===== config.mk =====
export PLATFORM = sky130hd
export DESIGN_NAME = psc_pin_select
export DESIGN_NICKNAME = d
export VERILOG_FILES = /design/src/hdl/psc_pin_select.v /design/src/hdl/psc_strap_latch.v
export VERILOG_INCLUDE_DIRS = /design/src /design/src/hdl
export SDC_FILE = /design/constraint.sdc
export NUM_CORES = 1
export LEC_CHECK = 0
export ABC_AREA = 1
export BUFFER_PORTS_ARGS = -buffer_cell sky130_fd_sc_hd__buf_4
export CAP_MARGIN = 5
export CORE_UTILIZATION = 30
export CTS_CLUSTER_SIZE = 14
export DETAILED_ROUTE_END_ITERATION = 10
export PLACE_DENSITY = 0.68
export SLEW_MARGIN = 20
export SYNTH_ARGS = -nofsm -noshare
export SYNTH_HDL_FRONTEND = slang
export SYNTH_SLANG_ARGS = --single-unit

===== constraint.sdc =====
create_clock -name clock -period 0.8 [get_ports clock]
set_input_delay 0.2 -clock clock [delete_from_list [all_inputs] [get_ports clock]]
set_output_delay 0.2 -clock clock [all_outputs]
set_load 0.05 [all_outputs]

===== src/hdl/psc_consts.vh =====
// Constants for the peripheral pin select configuration block
`ifndef PSC_CONSTS_VH
`define PSC_CONSTS_VH
`define PSC_BLOCK_BASE 32'h01b3f000
`define PSC_BLOCK_MASK 32'hfffff000
`define PSC_CTRL_ADDR 32'h01b3f000
`define PSC_A1EN_BIT 8
`define PSC_I1EN_BIT 7
`define PSC_I0EN_BIT 3
`define PSC_BS1_BIT 2
`define PSC_BS0_BIT 1
`define PSC_A0EN_BIT 0
`define PSC_CLKSEL_LO 9
`define PSC_CLKSEL_HI 10
`define PSC_CTRL_RESET 32'h00000006
`define PSC_CTRL_WMASK 32'h00000789
`define PSC_CTRL_FIXED1 32'h00000006
`define PSC_NARROW_W 16
`define PSC_WIDE_W 32
`endif


===== src/hdl/psc_pin_select.v =====
// Peripheral pin sharing and peripheral enable configuration
// Notes on behaviour
// Latch host-port select strap at reset; hold.
// Select 0, width 0: narrow host, audio one.
// Select 0, width 1: wide host owns all.
// Select 1: audio one and io bank own.
// Software sets io enable/direction before io use.
// Select default enables host; no software change.
// Registers live in 4K block at base.
// Reserved bits read-only; software writes zero.
// Bits 10:9 choose audio rx clock pair.
// Bit 8 enables audio one, reset clear.
// Bit 7 enables i2c controller one.
// Bit 3 enables i2c controller zero.
// Bits 2,1 serial enables read one always.
// Bit 0 enables audio port zero.
// Audio and i2c disabled after power-up.
// Latch host width strap with select strap.
// Reads return stored bits, fixed ones, zeros.
// Deselected peripheral drives no shared output.
`timescale 1ns/100ps
`include "psc_consts.vh"
module psc_pin_select (
   // Clock and reset
   input wire clock,
   input wire rstn,
   // Reset-time straps
   input wire host_port_select_strap,
   input wire host_width_strap,
   // Configuration access bus
   input wire cfg_req,
   input wire cfg_wr,
   input wire [31:0] cfg_addr,
   input wire [31:0] cfg_wdata,
   output reg [31:0] cfg_rdata,
   output reg cfg_ack,
   // Peripheral enables
   output reg host_port_enable,
   output reg host_bus_width,
   output reg audio_one_enable,
   output reg audio_zero_enable,
   output reg i2c_ctrl_one_enable,
   output reg i2c_ctrl_zero_enable,
   output reg buffered_serial_one_enable,
   output reg buffered_serial_zero_enable,
   output reg [1:0] audio_clock_pair_select,
   // Shared pin ownership
   output reg shared_audio_to_host,
   output reg shared_audio_to_audio,
   output reg shared_io_to_host,
   output reg shared_io_to_io,
   output reg host_only_pins_active
);

   wire [1:0] strap_q;
   reg capture;
   reg [1:0] ctrl_clksel;
   reg ctrl_a1;
   reg ctrl_i1;
   reg ctrl_i0;
   reg ctrl_a0;
   reg [31:0] next_rdata;
   wire hit;
   wire sel_is_audio;
   wire wide;
   wire [1:0] mode;
   reg next_host_en;
   reg next_host_wide;
   reg next_audio_one;
   reg next_sa_host;
   reg next_si_host;
   reg next_si_io;
   reg next_host_only;

   // Mode codes are {select strap, width strap} as latched
   localparam [1:0] MODE_NARROW = 2'b00;
   localparam [1:0] MODE_WIDE = 2'b01;
   localparam [1:0] MODE_AUDIO_N = 2'b10;
   localparam [1:0] MODE_AUDIO_W = 2'b11;

   // Capture enable held high in reset; the straps are taken at the first edge after release
   always @(posedge clock or negedge rstn) begin
      if (!rstn) begin
         capture <= 1'b1;
      end else begin
         capture <= 1'b0;
      end
   end

   // Capture continues into the first cycle after release, then freezes
   psc_strap_latch #(.WIDTH(2)) u_strap (
      .clock(clock),
      .rstn(rstn),
      .strap_in({host_width_strap, host_port_select_strap}),
      .capture(capture),
      .strap_q(strap_q)
   );

   assign sel_is_audio = strap_q[0];
   assign wide = strap_q[1];
   assign mode = {sel_is_audio, wide};

   function [31:0] read_word;
      input [1:0] clksel;
      input a1;
      input i1;
      input i0;
      input a0;
      begin
         read_word = `PSC_CTRL_FIXED1;
         read_word[`PSC_CLKSEL_HI:`PSC_CLKSEL_LO] = clksel;
         read_word[`PSC_A1EN_BIT] = a1;
         read_word[`PSC_I1EN_BIT] = i1;
         read_word[`PSC_I0EN_BIT] = i0;
         read_word[`PSC_A0EN_BIT] = a0;
      end
   endfunction

   // Only the control word is mapped; the rest of the block reads zero
   function is_ctrl;
      input [31:0] addr;
      begin
         is_ctrl = (addr == `PSC_CTRL_ADDR);
      end
   endfunction

   assign hit = ((cfg_addr & `PSC_BLOCK_MASK) == `PSC_BLOCK_BASE);

   always @* begin
      next_rdata = 32'h00000000;
      if (cfg_req && !cfg_wr && is_ctrl(cfg_addr)) begin
         // Reserved bits zero, serial enables one
         next_rdata = read_word(ctrl_clksel, ctrl_a1, ctrl_i1, ctrl_i0,
            ctrl_a0);
      end
   end

   // Writes touch only the writable bits; reserved and fixed are ignored
   always @(posedge clock or negedge rstn) begin
      if (!rstn) begin
         ctrl_clksel <= 2'h0;
         ctrl_a1 <= 1'b0;
         ctrl_i1 <= 1'b0;
         ctrl_i0 <= 1'b0;
         ctrl_a0 <= 1'b0;
         cfg_rdata <= 32'h00000000;
         cfg_ack <= 1'b0;
      end else begin
         cfg_ack <= cfg_req && hit;
         cfg_rdata <= next_rdata;
         if (cfg_req && cfg_wr && is_ctrl(cfg_addr)) begin
            ctrl_clksel <= cfg_wdata[`PSC_CLKSEL_HI:`PSC_CLKSEL_LO];
            ctrl_a1 <= cfg_wdata[`PSC_A1EN_BIT];
            ctrl_i1 <= cfg_wdata[`PSC_I1EN_BIT];
            ctrl_i0 <= cfg_wdata[`PSC_I0EN_BIT];
            ctrl_a0 <= cfg_wdata[`PSC_A0EN_BIT];
         end
      end
   end

   // Table of pin owners per latched mode; the width strap is ignored
   // once the select strap hands the pins to audio one and the io bank
   always @* begin
      next_host_en = 1'b0;
      next_host_wide = 1'b0;
      next_audio_one = 1'b0;
      next_sa_host = 1'b0;
      next_si_host = 1'b0;
      next_si_io = 1'b0;
      next_host_only = 1'b0;
      case (mode)
         MODE_NARROW: begin
            // Upper host lanes go to audio one; io lanes float
            next_host_en = 1'b1;
            next_audio_one = ctrl_a1;
            next_host_only = 1'b1;
         end
         MODE_WIDE: begin
            // Wide host takes every shared pin, so audio one stays off
            next_host_en = 1'b1;
            next_host_wide = 1'b1;
            next_sa_host = 1'b1;
            next_si_host = 1'b1;
            next_host_only = 1'b1;
         end
         MODE_AUDIO_N, MODE_AUDIO_W: begin
            // Host-only pins stay undriven in this mode
            next_audio_one = ctrl_a1;
            next_si_io = 1'b1;
         end
         default: begin
            next_host_en = 1'b0;
         end
      endcase
   end

   // Pin ownership from latched straps; audio one also needs its enable
   always @(posedge clock or negedge rstn) begin
      if (!rstn) begin
         host_port_enable <= 1'b0;
         host_bus_width <= 1'b0;
         audio_one_enable <= 1'b0;
         audio_zero_enable <= 1'b0;
         i2c_ctrl_one_enable <= 1'b0;
         i2c_ctrl_zero_enable <= 1'b0;
         buffered_serial_one_enable <= 1'b1;
         buffered_serial_zero_enable <= 1'b1;
         audio_clock_pair_select <= 2'h0;
         shared_audio_to_host <= 1'b0;
         shared_audio_to_audio <= 1'b0;
         shared_io_to_host <= 1'b0;
         shared_io_to_io <= 1'b0;
         host_only_pins_active <= 1'b0;
      end else begin
         host_port_enable <= next_host_en;
         host_bus_width <= next_host_wide;
         audio_one_enable <= next_audio_one;
         audio_zero_enable <= ctrl_a0;
         i2c_ctrl_one_enable <= ctrl_i1;
         i2c_ctrl_zero_enable <= ctrl_i0;
         buffered_serial_one_enable <= 1'b1;
         buffered_serial_zero_enable <= 1'b1;
         audio_clock_pair_select <= ctrl_clksel;
         shared_audio_to_host <= next_sa_host;
         // Audio pins stay undriven until audio one is enabled
         shared_audio_to_audio <= next_audio_one;
         shared_io_to_host <= next_si_host;
         // Io bank direction still gated by its own registers
         shared_io_to_io <= next_si_io;
         host_only_pins_active <= next_host_only;
      end
   end

endmodule // psc_pin_select


===== src/hdl/psc_strap_latch.v =====
// Strap capture register for the pin select block
`timescale 1ns/100ps
module psc_strap_latch #(
   parameter WIDTH = 2
) (
   // Clock and reset
   input wire clock,
   input wire rstn,
   // Strap levels and hold
   input wire [WIDTH-1:0] strap_in,
   input wire capture,
   output reg [WIDTH-1:0] strap_q
);

   // Reset value is constant; the pin level is taken by clocked capture
   always @(posedge clock or negedge rstn) begin
      if (!rstn) begin
         strap_q <= {WIDTH{1'b0}};
      end else if (capture) begin
         strap_q <= strap_in;
      end
   end

endmodule // psc_strap_latch

-- Yosys cells after proc, flatten, opt, wreduce, memory -nomap -nowiden
Index checks and enable logic that the tools add are counted.
- eq/ne operators: 5
- multiplexer cells: 5
- reductions and logical operators: 10
- operators by type and width (kind ; count):
    $eq A32 B25 Y1 const B ; 1
    $eq A20 B13 Y1 const B ; 1
    $mux W11 ; 1
    $logic_and A1 B1 Y1 ; 5
    $eq A2 B2 Y1 const B ; 2
    $mux W1 ; 4
    $reduce_or A2 Y1 ; 2
    $reduce_or A3 Y1 ; 1
    $eq A2 B1 Y1 const B ; 1
    $logic_not A2 Y1 ; 1
    $logic_not A1 Y1 ; 1
- register bits after elaboration: 51
- bits of input ports: 70
- output and inout port bits: 48
- word-level logic and storage cells: 37

-- Logic depth before layout (Yosys ltp)
Gate-level depths: netlist (run 1).
- word-level depth: 4
- depth in mapped cells: 8
- depth with buffers taken out: 8

-- Cells and area by module
A second synthesis (run 1) with hierarchy kept.
- cells, all modules: 172
- area total of the unflattened synthesis: 1421.4 um^2
- by module, submodules not included (module ; times used ; cells an instance ; area an instance (um^2) ; sequential area each (um^2)):
    psc_pin_select ; 1 ; 163 ; 1345.0 ; 601.8
    psc_strap_latch ; 1 ; 9 ; 76.3 ; 50.0

-- Worst setup path after synthesis (run 1)
Ideal clock, no wire load.
- path type: reg-to-output
- start: reg, netlist name shared_io_to_host
- end: out shared_audio_to_host
- arrival: 0.905 ns
- data required time: 0.600 ns
- setup slack: -0.305 ns
- cell stages (with the launch flop): 2
- path buffers: 1
- path through: dfrtp_1 buf_4
- RTL lines (what ; RTL line ; RTL):
    to (decl) ; psc_pin_select.v:48 ; output reg shared_audio_to_host,

==> results of run 1 <==
-- timing repair --
action	4_1_cts	5_1_grt
resized for setup	44	30
pin swaps	22	19
buffers inserted	1	1
endpoints found under the setup margin	35	35
endpoints found under the hold margin	25	0
hold buffers	1	0
-- final timing paths --
check                                       startpoint              endpoint
worst max-delay path                 shared_io_to_host  shared_audio_to_host
max in group asynchronous                         rstn               capture
worst max register to register                 capture    u_strap.strap_q[0]
worst min register to register      u_strap.strap_q[0]       shared_io_to_io
min in group asynchronous                         rstn  i2c_ctrl_zero_enable
worst min-delay path            host_port_select_strap    u_strap.strap_q[0]
-- flip-flops by register name, summed over array words and instances, names as in the netlist --
name                     cells
audio_clock_pair_select      2
audio_zero_enable            1
capture                      1
cfg_ack                      1
cfg_rdata                    7
ctrl_a0                      1
ctrl_a1                      1
ctrl_clksel                  2
ctrl_i0                      1
ctrl_i1                      1
host_port_enable             1
i2c_ctrl_one_enable          1
i2c_ctrl_zero_enable         1
shared_audio_to_audio        1
shared_io_to_host            1
shared_io_to_io              1
u_strap.strap_q              2
-- per-stage QoR --
| step | total power (W) | instances | setup slack (ns) | hold slack, ns |
|---|---|---|---|---|
| finish | 0.003015 | 284 | -0.2594 | 0.1406 |
| global route | 0.003142 | 284 | -0.2903 | 0.1414 |
| CTS | 0.002995 | 283 | -0.2656 | 0.1403 |
| detailed placement | 0.002136 | 277 | -0.3448 | 0.1214 |
| global placement | 0.002129 | 277 | -0.3535 | 0.1174 |
| floorplan | 0.001981 | 188 | -0.1242 | -0.09559 |
-- kinds of logic after synthesis --
| group | share of synthesized area, % |
|---|---|
| DFF | 47.32 |
| and+or+nand+nor | 27.16 |
| other | 0.5452 |
| buffers and inverters | 24.25 |
| AOI/OAI and AO/OA | 0.7266 |
-- layer usage --
metal,global-route usage [%],routed length (µm),vias to the layer above
li1,-,-,556
met1,11.73,965,517
met2,20.62,1517,57
met3,1.599,192,2
met4,4.000,27,0
met5,0,0,-
-- cell type report --
| class | instances | area, µm² | share of cell area, % |
|---|---|---|---|
| multi-input cells | 104 | 709.4 | 30.68 |
| repair buffers | 72 | 685.7 | 29.65 |
| well taps | 52 | 65.06 | 2.814 |
| inverters | 26 | 140.1 | 6.061 |
| clock buffers | 4 | 55.05 | 2.381 |
| flip-flops and latches | 26 | 656.9 | 28.41 |
-- where the power goes --
part	internal (W)	leakage [nW]	switching (W)	total, W
clock network	0.000438	0.0288	0.000368	0.000807
registers	0.00134	0.345	0.0000165	0.00136
logic	0.000287	0.794	0.000563	0.000850
total	0.00207	1.17	0.000948	0.00301
-- cells in the final DEF, fill, tap and decap left out, drive strengths merged --
master       instances
dlygate4sd3          1
o21ai                2
nor2                30
nand2               34
buf                 71
clkbuf               4
dfstp                1
conb                27
nor3                 1
dfrtp               25
inv                 26
nand3               10
==> flow_metrics.tcl, run 1 <==
set metrics [dict create \
    status "finished with violations" \
    violations "negative setup slack" \
    final_cell_area_um2 2312 \
    drt-pass1-iter-count 4 \
    grt_max_degree 27 \
    path_class "register to primary output" \
    p_leak_nw 1.168 \
    yosys_warnings 0 \
    power_density_nw_per_um2 1304 \
    vias 1132 \
    cts_buffers 3 \
    cts_buffer_depth 2 \
    drt_iter0_markers 36 \
    gr-total-overflow 0 \
    r2r_cells 1 \
    synthesis.area_um2 1378 \
    yosys.area.top_type "dfrtp_1" \
    pin_count 118 \
    worstPathArrival_ns 0.86 \
    fp.dieArea_um2 4867 \
    setup-tns-final_ns -5.172 \
    initial_core_util_pct 31.42 \
    cp-start-kind "register" \
    syn_to_final_growth_pct 67.85 \
    syn_area_per_cell_um2 8.451 \
    routed_via_density 3.986 \
    hold_viol 0 \
    min_period_ns 1.059 \
    ys_seq_area_share_pct 47.32 \
    drc 0 \
    crit_buf_inv 1 \
    syn_inst 163 \
    path_clk_slew_ns 0.08 \
    antenna_found_initial 0 \
    async_reset_ff_share_pct 100.0 \
    hp-class "input pin to register" \
    cts-root-buf "clkbuf_8" \
    post-route-util_pct 52.74 \
    drt_wl_total_um 2704 \
    ir_drop_mv 0.5446 \
    synth.ff_latch_count 26 \
    clk_latency_ns 0.26 \
    reg2reg_slack_ns 0.06 \
    post_drt_wl_per_cell_um 9.521 \
    ant_nets 0 \
    finalSetupViolations 34 \
    synth_area_leaders "dfrtp_1 45%, buf_4 17%, nand2_1 8.4%" \
    routabilityCongestion 0.7243 \
    rows 24 \
    fmaxAchievable_ghz 0.9439 \
    holdPathStages 3 \
    yosys-top-cells-count "31 x buf_4, 31 x nand2_1, 26 x inv_1" \
    end_kind "primary output" \
    fillers 392 \
    ys_types 17 \
    post-route-period-util_pct 132.4 \
    crit_chain "buf_6" \
    cts_sinks 26 \
    die_h_um 69.77 \
    finClkSkew_ns 0.001899 \
    netlist.area_leader.share_pct 45.41 \
    rsz0062_at_grt "yes" \
    htreeDepth 1 \
    diodes 0 \
    synth_top_flop_cell "dfrtp_1" \
    synth_edf_count 0 \
    core_um2 4384 \
    placed_area_um2 1926 \
    cp.required_ns 0.60 \
    cp_num_cells 1 \
    hpwl_um 2098 \
    slowest_stage "dfrtp_2" \
    die_x_um 69.77 \
    io_buffer_count 65 \
    nNetsFinal 303 \
    maxSlewViolCount 0 \
    grt_pass1_wl_um 4229 \
    track_usage_pct 10.75 \
    slowest_delay_ns 0.44 \
    grt_pass1_vias 1006 \
    max_cap_viol_count 0 \
    drive_gt1_share_pct 59.91 \
    cp_max_fo 3 \
    setup_ws_ns -0.2594 \
    crit_family "flip-flops" \
    cts_tree "built" \
]
Power figures use the tool's default switching activity.
==> run 2: changes to the inputs <==
- ABC_AREA: 1 -> unset
- ABC_CLOCK_PERIOD_IN_PS: unset -> 800
- CAP_MARGIN: 5 -> unset
- PLACE_DENSITY: 0.68 -> 0.72
==> run 2 against run 1 <==
The flow still finishes with violations (negative setup slack). Combinational power decreased by 13%. Total power decreased by 6.7%. Clock power fell by 12%. Clock skew decreased by 0.00094 ns. Global-route usage up 1.4 points. Setup slack got worse by 0.23 ns. Flip-flop and latch count did not move. Via count decreased by 27%. Routed wire length shrank 13%. Cell count decreased by 25%. Synthesized area down 14%. Largest power group unchanged.
==> flow_metrics.tcl, run 2 <==
set metrics [dict create \
    finalSetupViolations 38 \
    htreeDepth 1 \
    diodes 0 \
    gr-total-overflow 0 \
    path_clk_slew_ns 0.08 \
    cts-root-buf "clkbuf_8" \
    min_period_ns 1.293 \
    routed_via_density 3.883 \
    path_class "input pin to register" \
    post-route-period-util_pct 161.6 \
    routabilityCongestion 0.7525 \
    drive_gt1_share_pct 60.24 \
    core_um2 3716 \
    power_density_nw_per_um2 1452 \
    largest_reg_flops 7 \
    syn_area_per_cell_um2 12.30 \
    synth.most_common_cell "buf_4" \
    synth_edf_count 0 \
    grt_pass1_vias 839 \
    rsz0062_at_grt "yes" \
    rows 22 \
    grt_pass1_wl_um 3795 \
    cts_buffer_depth 2 \
    die_x_um 64.75 \
    ant_nets 0 \
    hpwl_um 1816 \
    initial_core_util_pct 31.78 \
    status "finished with violations" \
    clk_latency_ns 0.26 \
    violations "negative setup slack" \
    place_inst 208 \
    hp-class "input pin to register" \
    die_h_um 64.75 \
    cp.required_ns 0.95 \
    synth_top_flop_cell "dfrtp_1" \
    cp-start-kind "input pin" \
    final_cells 214 \
    drt_iter0_markers 48 \
    finClkSkew_ns 0.0009575 \
    ir_drop_mv 0.5906 \
    worstPathArrival_ns 1.44 \
    seq_power_share_pct 48.5 \
    yosys-top-cells-count "31 x buf_4, 25 x dfrtp_1, 7 x mux2_2" \
    ys_types 24 \
    io_buffer_count 65 \
    final_common_cell "buf_4" \
    post_drt_wl_per_cell_um 10.93 \
    synthesis.area_um2 1181 \
    p_int_w 0.001953 \
    power.switching_w 0.0008591 \
    syn_to_final_growth_pct 63.98 \
    final_cell_area_um2 1937 \
    drt-pass1-iter-count 2 \
    pin_count 118 \
    placed_area_um2 1670 \
    yosys_warnings 0 \
    end_kind "register" \
    drc 0 \
    fp.dieArea_um2 4192 \
    synth_area_leaders "dfrtp_1 53%, buf_4 20%, mux2_2 6.7%" \
    clkPwrFrac_pct 25.3 \
    grt_max_degree 27 \
    cts_tree "built" \
    netlist.area_leader.share_pct 52.97 \
    synth.ff_latch_count 26 \
    regMostFlops "cfg_rdata" \
    ys_seq_area_share_pct 55.19 \
    fmaxAchievable_ghz 0.7735 \
    drt_wl_total_um 2340 \
    nNetsFinal 237 \
    max_cap_viol_count 0 \
    setup_ws_ns -0.4929 \
    p_sw_share_pct 30.55 \
    antenna_found_initial 0 \
    cts_sinks 26 \
    cts_buffers 3 \
    final_cell_mix "38 x buf_4, 34 x buf_6, 27 x conb_1" \
    vias 831 \
    power_frac_comb_pct 26.2 \
    hold_viol 0 \
    maxSlewViolCount 0 \
    syn_inst 96 \
    cp_max_fo 6 \
    track_usage_pct 12.11 \
    async_reset_ff_share_pct 100.0 \
    p_leak_nw 0.9829 \
    yosys.area.top_type "dfrtp_1" \
]
run 2: cell count changes in the layout (fill, tap and decap cells not counted), sizes merged, moves of 2 or more:
cell,previous run,this run
nand2,34,2
nor2,30,0
inv,26,2
nand3,10,2
mux2,0,7
and2,0,6
nor4,0,5
nor2b,0,2
run 2: timing repair:
item | CTS | global route
setup endpoints to repair | 38 | 38
hold buffers | 1 | 0
hold endpoints to repair | 25 | 0
gates resized for setup | 48 | 3
pin swaps | 9 | 4
buffers inserted | 1 | 0
run 2: cell families after synthesis:
kind of cell | after synthesis | share of synthesized area, %
buf+inv | 34 | 20.66
flops | 26 | 55.19
simple gates | 26 | 16.42
mux | 7 | 6.674
other cells | 2 | 0.6358
compound gates | 1 | 0.4233
run 2: power groups by stage:
stage          Combinational (W)  Clock [W]  Sequential, W
2_1_floorplan           0.000509          0        0.00144
3_3_place_gp            0.000663          0        0.00138
3_5_place_dp            0.000669          0        0.00138
4_1_cts                 0.000728   0.000733        0.00136
5_1_grt                 0.000772   0.000809        0.00137
6_report                0.000737   0.000711        0.00136
run 2: cell type report:
type	instances	area [µm²]
sequential	26	656.9
timing repair buffer	73	678.2
multi-input combinational	61	489.2
fill	340	1779
clock buffer	4	45.04
tap	48	60.06
inverter	2	7.507
run 2: stage by stage:
stage               hold WS, ns  setup slack, ns  util (%)  total power, W  setup TNS, ns
global route             0.1412          -0.5547     52.12        0.002948         -12.34
global placement         0.1144          -0.8649     44.95        0.002046         -10.34
detailed placement       0.1179          -0.9278     44.95        0.002052         -11.09
CTS                      0.1470          -0.4921     51.78        0.002825         -10.73
floorplan              -0.09559          -0.7245         -        0.001950         -8.138
finish                   0.1439          -0.4929     52.12        0.002812         -10.52
run 2: critical path, cell delays in order:
cell,delay (ns)
buf_6,0.09
and4bb_2,0.33
nand3_2,0.09
nor4_4,0.26
buf_6,0.17
mux2_4,0.30
run 2: per-layer routing:
| layer | GRT usage, % | part of all wire [%] | vias to the layer above |
|---|---|---|---|
| met5 | 0 | 0 | - |
| met4 | 6.944 | 2.9 | 0 |
| met3 | 1.408 | 4.0 | 6 |
| met2 | 22.79 | 58 | 43 |
| met1 | 12.78 | 35 | 382 |
| li1 | - | - | 400 |
run 2: final timing paths:
check                                            start                  end  slack (ns)  cells past startpoint
worst max-delay path                      cfg_addr[19]              ctrl_a1       -0.49                      6
worst min register to register      u_strap.strap_q[0]      shared_io_to_io        0.40                      0
min in group asynchronous                         rstn  i2c_ctrl_one_enable        0.37                      2
worst max register to register                 capture   u_strap.strap_q[1]       -0.15                      1
max in group asynchronous                         rstn              capture        0.14                      2
worst min-delay path            host_port_select_strap   u_strap.strap_q[0]        0.14                      3
==> run 3: changes to the inputs <==
==> constraint.sdc (replaced) <==
create_clock -name clock -period 0.8 [get_ports clock]
set_input_delay 0.04 -clock clock [delete_from_list [all_inputs] [get_ports clock]]
set_output_delay 0.04 -clock clock [all_outputs]
set_load 0.05 [all_outputs]
==> run 3 against run 2 <==
The run still ends with negative setup slack left. Sequential power is essentially flat. Critical path depth is the same. Clock power grew 15%. Clock-buffer cell count is the same. Critical path type unchanged.
==> flow_metrics.tcl, run 3 (synthesis gave the netlist of run 2 again) <==
set metrics [dict create \
    status "finished with violations" \
    violations "negative setup slack" \
    nNetsFinal 240 \
    path_clk_slew_ns 0.09 \
    p_int_w 0.002040 \
    finalSetupViolations 38 \
    routabilityCongestion 0.7056 \
    seq_power_share_pct 46.6 \
    pin_count 118 \
    grt_pass1_vias 858 \
    drt_wl_total_um 2667 \
    slowest_delay_ns 0.33 \
    min_period_ns 1.163 \
    place_inst 207 \
    fmaxAchievable_ghz 0.8599 \
    final_common_cell "buf_4" \
    maxSlewViolCount 0 \
    largest_reg_flops 7 \
    vias 857 \
    drt-pass1-iter-count 3 \
    hp-class "input pin to register" \
    grt_pass1_wl_um 4209 \
    fp.dieArea_um2 4192 \
    syn_to_final_growth_pct 66.42 \
    cts_buffers 3 \
    io_buffer_count 65 \
    end_kind "register" \
    final_cell_mix "42 x buf_4, 29 x buf_6, 27 x conb_1" \
    diodes 0 \
    place_ws_ns -0.7974 \
    p_leak_nw 1.001 \
    drive_gt1_share_pct 59.76 \
    initial_core_util_pct 31.78 \
    power_density_nw_per_um2 1492 \
    cp_max_fo 6 \
    cts_tree "built" \
    crit_chain "buf_8, nor4bb_4, nand3_2, nor4_4, buf_6, mux2_4" \
    post_drt_wl_per_cell_um 12.29 \
    rsz0062_at_grt "yes" \
    power_frac_comb_pct 25.5 \
    p_sw_share_pct 30.42 \
    cts_sinks 26 \
    worstPathArrival_ns 1.32 \
    setup_ws_ns -0.3629 \
    gr-total-overflow 0 \
    max_cap_viol_count 0 \
    ir_drop_mv 0.6861 \
    grt_max_degree 27 \
    clk_latency_ns 0.26 \
    hpwl_um 1935 \
    placed_area_um2 1639 \
    hold_viol 0 \
    ant_nets 0 \
    die_h_um 64.75 \
    final_cell_area_um2 1966 \
    slowest_stage "nor4bb_4" \
    power.switching_w 0.0008921 \
    post-route-period-util_pct 145.4 \
    finClkSkew_ns 0.004014 \
    routed_via_density 3.949 \
    path_class "input pin to register" \
    cts-root-buf "clkbuf_8" \
    track_usage_pct 13.34 \
    regMostFlops "cfg_rdata" \
    cp-start-kind "input pin" \
    htreeDepth 1 \
    final_cells 217 \
    clkPwrFrac_pct 27.9 \
    drc 0 \
    timing.hold.ws_ns 0.002753 \
    antenna_found_initial 0 \
    cts_buffer_depth 2 \
    setup-tns-final_ns -5.643 \
    drt_iter0_markers 29 \
    core_um2 3716 \
    rows 22 \
    cp.required_ns 0.95 \
    die_x_um 64.75 \
]
-- run 3: layout make-up --
class / instances / area (µm²)
fillers: 327 / 1750
clock buffers: 4 / 55.05
well taps: 48 / 60.06
inverters: 2 / 7.507
multi-input cells: 61 / 489.2
flip-flops and latches: 26 / 656.9
repair buffers: 76 / 696.9
-- run 3: stage by stage --
stage / util [%] / power [W]
6_report: 52.90 / 0.002932
5_1_grt: 52.90 / 0.003054
4_1_cts: 51.92 / 0.002932
3_5_place_dp: 44.11 / 0.002042
3_3_place_gp: 44.11 / 0.002037
2_1_floorplan: - / 0.001917
-- run 3: routing by layer --
layer	global-route usage (%)	share of wire, %	vias to the layer above
li1	-	-	409
met1	15.22	38	414
met2	26.82	59	34
met3	0.7042	2.9	0
met4	2.500	0	0
met5	0	0	-
-- run 3: power groups by stage --
| stage | logic (W) | clock network [W] | registers, W |
|---|---|---|---|
| 6_report | 0.000749 | 0.000818 | 0.00136 |
| 2_1_floorplan | 0.000482 | 0 | 0.00143 |
| 3_3_place_gp | 0.000654 | 0 | 0.00138 |
| 4_1_cts | 0.000726 | 0.000841 | 0.00137 |
| 3_5_place_dp | 0.000657 | 0 | 0.00139 |
| 5_1_grt | 0.000784 | 0.000902 | 0.00137 |
-- run 3: timing repair --
| item | in CTS | in global routing |
|---|---|---|
| pin swaps | 11 | 3 |
| setup endpoints to repair | 38 | 38 |
| endpoints found under the hold margin | 27 | 2 |
| hold buffers | 2 | 2 |
| resized for setup | 48 | 4 |
| buffers inserted | 2 | 2 |
-- run 3: final timing paths --
path	end	depth (start not counted)	slack [ns]	startpoint
setup / recovery	ctrl_clksel[1]	6	-0.36	cfg_addr[25]
hold / removal	ctrl_i0	2	0.003	cfg_wdata[3]
hold reg to reg	i2c_ctrl_one_enable	0	0.40	ctrl_i1
min in group asynchronous	shared_io_to_io	2	0.21	rstn
max in group asynchronous	capture	2	0.29	rstn
setup reg to reg	u_strap.strap_q[1]	1	-0.16	capture
-- run 3: worst max-delay path, delay by kind of cell --
kind / cells / cell delay (ns)
AND/OR/NAND/NOR: 3 / 0.69
multiplexers: 1 / 0.30
buffers and inverters: 2 / 0.27
